`src/rtl/twc_pkg.sv`:
```
// Purpose: Constants and carrier types for the two-wire configuration target port
// Assumes: sys_clk at 25 MHz from the crystal reference
// Notes: Holds the summary of operation and every shared number
// Summary of operation
// - Answer to 7-bit address 100110x; lowest bit follows the address strap input.
// - Direction bit 1 requests a read, 0 requests a write.
// - Idle bus has both serial lines high.
// - Ignore everything until a START: data falls while clock is high.
// - Acknowledge own address only; stay released for other addresses.
// - Transaction ends on STOP (data rises, clock high) or repeated START.
// - First written byte after address loads the register address pointer.
// - Pointer increments after each data byte written or read.
// - Serial clock deglitched three reference periods; write bits latch on filtered rise.
// - Read data changes only after the filtered falling clock edge.
// - Only host drives clock; data line is open drain, pulled low or released.
package twc_pkg;
    localparam logic [5:0] DEV_ADDR_HI = 6'h26;
    localparam int FILTER_CYCLES = 3;
    localparam logic [7:0] PTR_RESET = 8'h00;
    localparam logic [2:0] BIT_LAST = 3'h7;
    localparam logic [2:0] BIT_FIRST = 3'h0;
    localparam logic [2:0] FILT_RESET = 3'h7;

    typedef enum logic [4:0] {
        ST_IDLE = 5'h01,
        ST_RECV = 5'h02,
        ST_ACK = 5'h04,
        ST_SEND = 5'h08,
        ST_RACK = 5'h10
    } twc_state_e;

    typedef struct packed {
        logic wrStrobe;
        logic [7:0] regAddr;
        logic [7:0] wrData;
    } twc_regwr_s;

    typedef struct packed {
        logic sclRise;
        logic sclFall;
        logic startSeen;
        logic stopSeen;
        logic sclLevel;
        logic sdaLevel;
    } twc_line_s;
endpackage

```
`src/rtl/twc_sync.sv`:
```
// Purpose: Two flip-flop synchroniser for one pin
// Assumes: Input asynchronous to sys_clk
// Notes: Reset value chosen high to match an idle bus
`timescale 1ns/1ns
`default_nettype none
module twc_sync (
    input wire logic sys_clk,
    input wire logic rst_n,
    input wire logic pinIn,
    output logic syncOut
);
    logic meta_q;
    logic meta_d;
    logic sync_q;
    logic sync_d;

    always_comb begin
        meta_d = pinIn;
        sync_d = meta_q;
    end

    always_ff @(posedge sys_clk) begin
        if (!rst_n) begin
            meta_q <= 1'b1;
            sync_q <= 1'b1;
        end else begin
            meta_q <= meta_d;
            sync_q <= sync_d;
        end
    end

    assign syncOut = sync_q;
endmodule
`default_nettype wire

```
`src/rtl/twc_filter.sv`:
```
// Purpose: Deglitch for the serial clock line, edge detect for the clock and data lines
// Assumes: Inputs already synchronised to sys_clk
// Notes: A clock level change is accepted only after it holds for FILTER_CYCLES clocks; data is not filtered
`timescale 1ns/1ns
`default_nettype none
module twc_filter #(
    parameter int HOLD = twc_pkg::FILTER_CYCLES
) (
    input wire logic sys_clk,
    input wire logic rst_n,
    input wire logic sclSync,
    input wire logic sdaSync,
    output twc_pkg::twc_line_s line
);
    // Shift history for the clock, held for HOLD samples; data is taken unfiltered so
    // data edges settle before clock edges are qualified
    logic [HOLD-1:0] sclHist_q;
    logic [HOLD-1:0] sclHist_d;
    logic sclLvl_q;
    logic sclLvl_d;
    logic sdaLvl_q;
    logic sdaLvl_d;
    twc_pkg::twc_line_s line_q;
    twc_pkg::twc_line_s line_d;

    always_comb begin
        sclHist_d = {sclHist_q[HOLD-2:0], sclSync};
        sclLvl_d = sclLvl_q;
        if (&sclHist_q) begin
            sclLvl_d = 1'b1;
        end else if (~|sclHist_q) begin
            sclLvl_d = 1'b0;
        end
        sdaLvl_d = sdaSync;
        line_d.sclRise = sclLvl_d & ~sclLvl_q;
        line_d.sclFall = ~sclLvl_d & sclLvl_q;
        // Data edges while the filtered clock stays high
        line_d.startSeen = sclLvl_q & sclLvl_d & sdaLvl_q & ~sdaLvl_d;
        line_d.stopSeen = sclLvl_q & sclLvl_d & ~sdaLvl_q & sdaLvl_d;
        line_d.sclLevel = sclLvl_d;
        line_d.sdaLevel = sdaLvl_d;
    end

    always_ff @(posedge sys_clk) begin
        if (!rst_n) begin
            sclHist_q <= '1;
            sclLvl_q <= 1'b1;
            sdaLvl_q <= 1'b1;
            line_q <= '0;
        end else begin
            sclHist_q <= sclHist_d;
            sclLvl_q <= sclLvl_d;
            sdaLvl_q <= sdaLvl_d;
            line_q <= line_d;
        end
    end

    assign line = line_q;
endmodule
`default_nettype wire

```
`src/rtl/twc_target.sv`:
```
// Purpose: Two-wire serial target giving a host access to the configuration registers
// Assumes: sys_clk is the 25 MHz crystal reference; scl and sda are raw pins
// Notes: Register file is outside; pointer, write strobe and read data connect to it
`timescale 1ns/1ns
`default_nettype none
module twc_target (
    input wire logic sys_clk,
    input wire logic rst_n,
    input wire logic sclIn,
    input wire logic sdaIn,
    output logic sdaOut,
    output logic sdaOe_n,
    input wire logic addrStrap,
    output twc_pkg::twc_regwr_s regWr,
    output logic [7:0] regPtr,
    output logic rdStrobe,
    input wire logic [7:0] rdData,
    output logic busy
);
    // ********************
    // Pin synchronisers
    // ********************
    logic sclSync;
    logic sdaSync;
    logic strapSync;
    twc_pkg::twc_line_s line;

    twc_sync uSyncScl (
        .sys_clk(sys_clk),
        .rst_n(rst_n),
        .pinIn(sclIn),
        .syncOut(sclSync)
    );

    twc_sync uSyncSda (
        .sys_clk(sys_clk),
        .rst_n(rst_n),
        .pinIn(sdaIn),
        .syncOut(sdaSync)
    );

    twc_sync uSyncStrap (
        .sys_clk(sys_clk),
        .rst_n(rst_n),
        .pinIn(addrStrap),
        .syncOut(strapSync)
    );

    twc_filter #(
        .HOLD(twc_pkg::FILTER_CYCLES)
    ) uFilter (
        .sys_clk(sys_clk),
        .rst_n(rst_n),
        .sclSync(sclSync),
        .sdaSync(sdaSync),
        .line(line)
    );

    // ********************
    // Byte engine
    // ********************
    twc_pkg::twc_state_e state_q;
    twc_pkg::twc_state_e state_d;
    logic [7:0] shift_q;
    logic [7:0] shift_d;
    logic [2:0] bitCnt_q;
    logic [2:0] bitCnt_d;
    logic addrPhase_q;
    logic addrPhase_d;
    logic ptrPhase_q;
    logic ptrPhase_d;
    logic readDir_q;
    logic readDir_d;
    logic ackDrive_q;
    logic ackDrive_d;
    logic [7:0] ptr_q;
    logic [7:0] ptr_d;
    logic [7:0] txByte_q;
    logic [7:0] txByte_d;
    logic sdaLow_q;
    logic sdaLow_d;
    twc_pkg::twc_regwr_s wr_q;
    twc_pkg::twc_regwr_s wr_d;
    logic rdStb_q;
    logic rdStb_d;
    logic busy_q;
    logic busy_d;
    logic [7:0] rxByte;
    logic addrHit;

    always_comb begin
        rxByte = {shift_q[6:0], line.sdaLevel};
        addrHit = (rxByte[7:2] == twc_pkg::DEV_ADDR_HI) && (rxByte[1] == strapSync);
        state_d = state_q;
        shift_d = shift_q;
        bitCnt_d = bitCnt_q;
        addrPhase_d = addrPhase_q;
        ptrPhase_d = ptrPhase_q;
        readDir_d = readDir_q;
        ackDrive_d = ackDrive_q;
        ptr_d = ptr_q;
        txByte_d = txByte_q;
        sdaLow_d = sdaLow_q;
        wr_d = wr_q;
        wr_d.wrStrobe = 1'b0;
        rdStb_d = 1'b0;
        busy_d = busy_q;
        if (line.startSeen) begin
            // Start and repeated start both restart address reception
            state_d = twc_pkg::ST_RECV;
            bitCnt_d = twc_pkg::BIT_FIRST;
            addrPhase_d = 1'b1;
            sdaLow_d = 1'b0;
            busy_d = 1'b1;
        end else if (line.stopSeen) begin
            state_d = twc_pkg::ST_IDLE;
            sdaLow_d = 1'b0;
            busy_d = 1'b0;
        end else begin
            unique case (state_q)
                twc_pkg::ST_IDLE: begin
                    sdaLow_d = 1'b0;
                end
                twc_pkg::ST_RECV: begin
                    if (line.sclRise) begin
                        shift_d = rxByte;
                        bitCnt_d = bitCnt_q + 3'h1;
                        if (bitCnt_q == twc_pkg::BIT_LAST) begin
                            state_d = twc_pkg::ST_ACK;
                            ackDrive_d = 1'b1;
                            if (addrPhase_q) begin
                                ackDrive_d = addrHit;
                                readDir_d = rxByte[0];
                                ptrPhase_d = ~rxByte[0];
                                addrPhase_d = 1'b0;
                            end else if (ptrPhase_q) begin
                                ptr_d = rxByte;
                                ptrPhase_d = 1'b0;
                            end else begin
                                wr_d.wrStrobe = 1'b1;
                                wr_d.regAddr = ptr_q;
                                wr_d.wrData = rxByte;
                                ptr_d = ptr_q + 8'h01;
                            end
                        end
                    end
                end
                twc_pkg::ST_ACK: begin
                    if (line.sclFall) begin
                        if (sdaLow_q) begin
                            // Ack window over: release or start sending
                            sdaLow_d = 1'b0;
                            bitCnt_d = twc_pkg::BIT_FIRST;
                            if (readDir_q) begin
                                state_d = twc_pkg::ST_SEND;
                                txByte_d = {rdData[6:0], 1'b0};
                                sdaLow_d = ~rdData[7];
                                rdStb_d = 1'b1;
                                ptr_d = ptr_q + 8'h01;
                            end else begin
                                state_d = twc_pkg::ST_RECV;
                            end
                        end else if (ackDrive_q) begin
                            sdaLow_d = 1'b1;
                        end else begin
                            state_d = twc_pkg::ST_IDLE;
                            busy_d = 1'b0;
                        end
                    end
                end
                twc_pkg::ST_SEND: begin
                    if (line.sclFall) begin
                        if (bitCnt_q == twc_pkg::BIT_LAST) begin
                            state_d = twc_pkg::ST_RACK;
                            sdaLow_d = 1'b0;
                        end else begin
                            sdaLow_d = ~txByte_q[7];
                            txByte_d = {txByte_q[6:0], 1'b0};
                            bitCnt_d = bitCnt_q + 3'h1;
                        end
                    end
                end
                twc_pkg::ST_RACK: begin
                    if (line.sclRise) begin
                        // Host ack means one more byte; no ack means stop sending
                        ackDrive_d = ~line.sdaLevel;
                    end
                    if (line.sclFall) begin
                        bitCnt_d = twc_pkg::BIT_FIRST;
                        if (ackDrive_q) begin
                            state_d = twc_pkg::ST_SEND;
                            txByte_d = {rdData[6:0], 1'b0};
                            sdaLow_d = ~rdData[7];
                            rdStb_d = 1'b1;
                            ptr_d = ptr_q + 8'h01;
                        end else begin
                            state_d = twc_pkg::ST_IDLE;
                            busy_d = 1'b0;
                        end
                    end
                end
                default: begin
                    state_d = twc_pkg::ST_IDLE;
                    sdaLow_d = 1'b0;
                end
            endcase
        end
    end

    always_ff @(posedge sys_clk) begin
        if (!rst_n) begin
            state_q <= twc_pkg::ST_IDLE;
            shift_q <= 8'h00;
            bitCnt_q <= twc_pkg::BIT_FIRST;
            addrPhase_q <= 1'b0;
            ptrPhase_q <= 1'b0;
            readDir_q <= 1'b0;
            ackDrive_q <= 1'b0;
            ptr_q <= twc_pkg::PTR_RESET;
            txByte_q <= 8'h00;
            sdaLow_q <= 1'b0;
            wr_q <= '0;
            rdStb_q <= 1'b0;
            busy_q <= 1'b0;
        end else begin
            state_q <= state_d;
            shift_q <= shift_d;
            bitCnt_q <= bitCnt_d;
            addrPhase_q <= addrPhase_d;
            ptrPhase_q <= ptrPhase_d;
            readDir_q <= readDir_d;
            ackDrive_q <= ackDrive_d;
            ptr_q <= ptr_d;
            txByte_q <= txByte_d;
            sdaLow_q <= sdaLow_d;
            wr_q <= wr_d;
            rdStb_q <= rdStb_d;
            busy_q <= busy_d;
        end
    end

    // ********************
    // Outputs
    // ********************
    // Open drain: only ever a low level, enable low while pulling
    assign sdaOut = 1'b0;
    assign sdaOe_n = ~sdaLow_q;
    assign regWr = wr_q;
    assign regPtr = ptr_q;
    assign rdStrobe = rdStb_q;
    assign busy = busy_q;
endmodule
`default_nettype wire

```
`config.mk`:
```
export PLATFORM = sky130hd
export DESIGN_NAME = twc_target
export DESIGN_NICKNAME = d
export VERILOG_FILES = /design/src/rtl/twc_pkg.sv /design/src/rtl/twc_sync.sv /design/src/rtl/twc_filter.sv /design/src/rtl/twc_target.sv
export SDC_FILE = /design/constraint.sdc
export NUM_CORES = 1
export LEC_CHECK = 0
export ABC_AREA = 1
export BUFFER_PORTS_ARGS = -buffer_cell sky130_fd_sc_hd__buf_2
export CAP_MARGIN = 25
export CORE_ASPECT_RATIO = 1.25
export CORE_MARGIN = 4
export CORE_UTILIZATION = 55
export CTS_CLUSTER_DIAMETER = 120
export DETAILED_ROUTE_END_ITERATION = 10
export HOLD_SLACK_MARGIN = 0.12
export PLACE_DENSITY = 0.76
export SETUP_SLACK_MARGIN = 0.1
export SKIP_CTS_REPAIR_TIMING = 1
export SLEW_MARGIN = 20
export SYNTH_ARGS = -nofsm -noshare
export SYNTH_HDL_FRONTEND = slang
export SYNTH_SLANG_ARGS = --single-unit
export TNS_END_PERCENT = 5
```
`constraint.sdc`:
```
create_clock -name sys_clk -period 1.95 [get_ports sys_clk]
set_input_delay 0.2925 -clock sys_clk [delete_from_list [all_inputs] [get_ports sys_clk]]
set_output_delay 0.2925 -clock sys_clk [all_outputs]
set_load 0.005 [all_outputs]
```
==> results.json <==
{
  "synth-edff-count": 0,
  "yosys_warnings": 0,
  "wl_per_cell_um": 12.9,
  "core_sq_um": 5900,
  "worst_skew_pair.late_latency_ns": 0.35,
  "synth.area.top_cells": "dfxtp_1 41%, nand2_1 14%, inv_1 7.1%, nor2_1 6.9%, nand3_1 4.7%",
  "path_clk_slew_ns": 0.07,
  "drv_slew": 0,
  "synthArstFlopShare_pct": 0,
  "synth_area_sq_um": 3390,
  "die_w_um": 78.2,
  "status": "complete, no violations",
  "drcViolationCount": 0,
  "totalWireLength_um": 8080,
  "io_pins": 42,
  "gp_congestion": 0.953,
  "ff_latch_area_sq_um": 1400,
  "r2r-start": "state_q[1]",
  "rr_endpoint": "regPtr[1]",
  "grt_pass1_vias": 2878,
  "grt-ovfl-total": 0,
  "grt_max_degree": 34,
  "multi_input_comb_area_sq_um": 1650,
  "cts.path.max_buffers": 2,
  "area_delta_synth_final_pct": 15.5,
  "placementRows": 31,
  "fin_nets": 556,
  "drtIter0Drc": 187,
  "power_leakage_nw": 1.97,
  "crit_path_end_kind": "flop",
  "worst-endpoint-required_ns": 2.24,
  "h-tree-depth": 3,
  "setup_viol": 0,
  "clockRootBuffer": "clkbuf_8",
  "yosysUniqueCellTypes": 34,
  "syn_inst": 489,
  "p_total_w": 0.00372,
  "grt_first_pass_wirelength_um": 13100,
  "rsz0062_at_grt": "true",
  "fin_crit_sh_pct": 88.7,
  "drive_gt1_share_pct": 18.9,
  "cp-startpoint": "state_q[1]",
  "vias_per_cell": 5.10,
  "start_util_pct": 57.5,
  "crit_arrival_ns": 2.03,
  "grt_util_all_layers_pct": 22.6,
  "max_freq_ghz": 0.578,
  "fp.dieArea_sq_um": 7490,
  "cp-start-kind": "flop",
  "synth_flop_cell": "dfxtp_1",
  "vias": 3194,
  "fin_tns_setup_ns": 0,
  "antenna_found_initial": 0,
  "min-delay-start": "addrStrap",
  "power_density_nw_per_um2": 950,
  "final_common_cell": "nand2_1",
  "clock-sinks": 70,
  "final-hold-violation-count": 0,
  "crit_fanout": 11,
  "fill_cells": 562,
  "ir_drop_mv": 0.589,
  "die_h_um": 95.8,
  "yosys.area.top_type": "dfxtp_1",
  "critPathCapture": "regPtr[1]",
  "most-common-layout-cells": "126 x nand2_1, 69 x dfxtp_1, 64 x inv_1",
  "hp-class": "input port to flop",
  "numPortBuffers": 40,
  "antenna_left": 0,
  "crit_type": "flop to flop",
  "avgSynthCellArea_sq_um": 6.93,
  "cap_violations": 0,
  "tritoncts": "yes",
  "synthesis.nets": 505,
  "seq_area_frac_synth_pct": 41.3,
  "ys_seq_elements": 70,
  "n_antenna_cell": 0,
  "r2r_slack_ns": 0.22,
  "fin_skew_ns": 0.00523,
  "cts_inserted_buffers": 9,
  "netlist.area_leader.share_pct": 41.3,
  "dp_hpwl_um": 5910,
  "drtPass1Iterations": 4,
  "reg2reg_depth": 10,
  "period_needed_ns": 1.73
}
[routing by layer]
metal	global-route usage, %	vias up	part of all wire [%]
met4	12.1	0	3.2
met5	0	-	0
met2	39.1	84	51
li1	-	1629	-
met3	5.71	23	4.6
met1	25.6	1458	42
[synthesized netlist by cell type (5+ instances only)]
library cell and number:
a21oi_1 30, dfxtp_1 70, inv_1 64, inv_2 6, nand2_1 126, nand3_1 32, nand4_1 11, nor2_1 62
nor2_2 7, o21ai_0 23, or2_2 9, xor2_1 5
[how the worst min path moves through the flow]
stage	end	slack [ns]	cells past startpoint
finish	uSyncStrap.meta_q	0.12	2
global route	uSyncSda.meta_q	0.13	2
CTS	uSyncStrap.meta_q	0.12	2
detailed placement	uSyncStrap.syncOut	0.40	1
global placement	uFilter.sclHist_q[0]	0.39	1
floorplan	uFilter.sclHist_q[0]	0.39	1
[through the flow]
stage	hold WS (ns)	setup slack, ns	area [sq um]	utilization (%)	std cells
floorplan	0.393	0.364	3390	-	489
global placement	0.394	0.159	3670	62.3	607
detailed placement	0.401	0.109	3670	62.3	607
CTS	0.119	0.0822	3860	65.5	622
global route	0.127	0.0313	3910	66.4	626
finish	0.124	0.220	3910	66.4	626
[worst max-delay path, stage by stage, from the launching register on]
cell	delay, ns
dfxtp_1	0.35
nor2_4	0.29
nand3_4	0.19
nand2_4	0.15
nor2_1	0.05
buf_4	0.16
inv_1	0.12
nand2_1	0.07
o21ai_0	0.11
nor2_1	0.07
nor2_1	0.10
[cell type report]
class,instances,area share [%]
Multi-Input combinational cell,334,42.0
Inverter,71,6.81
Clock inverter,4,1.21
Clock buffer,11,3.61
Timing Repair Buffer,54,7.86
Tap cell,82,2.62
Sequential cell,70,35.8
[report_power, final]
| group | leakage, nW | switching [W] | internal [W] |
|---|---|---|---|
| combinational | 1.31 | 0.000600 | 0.000323 |
| clock | 0.0952 | 0.000543 | 0.000614 |
| sequential | 0.568 | 0.000106 | 0.00153 |
| total | 1.97 | 0.00125 | 0.00247 |
[sequential cells by signal (all words and copies together), names as in the netlist, 3 cells and up]
signal / cells
bitCnt_q: 3
uFilter.sclHist_q: 3
shift_q: 7
uFilter.line: 5
state_q: 5
regPtr: 8
txByte_q: 7
regWr: 17
[cell families (layout without fill, tap and decap cells)]
group                      count (synthesis)  after routing  synth area share (%)
other                                      1              1                 0.111
xor gates and xnor gates                   6              6                  1.55
DFF                                       70             70                  41.3
adders and majority gates                  3              3                  1.11
buffers and inverters                     85            140                  10.7
and+or+nand+nor                          265            265                  36.1
AOI/OAI and AO/OA                         59             59                  9.08
No activity file was read; power rests on OpenSTA's default activity.
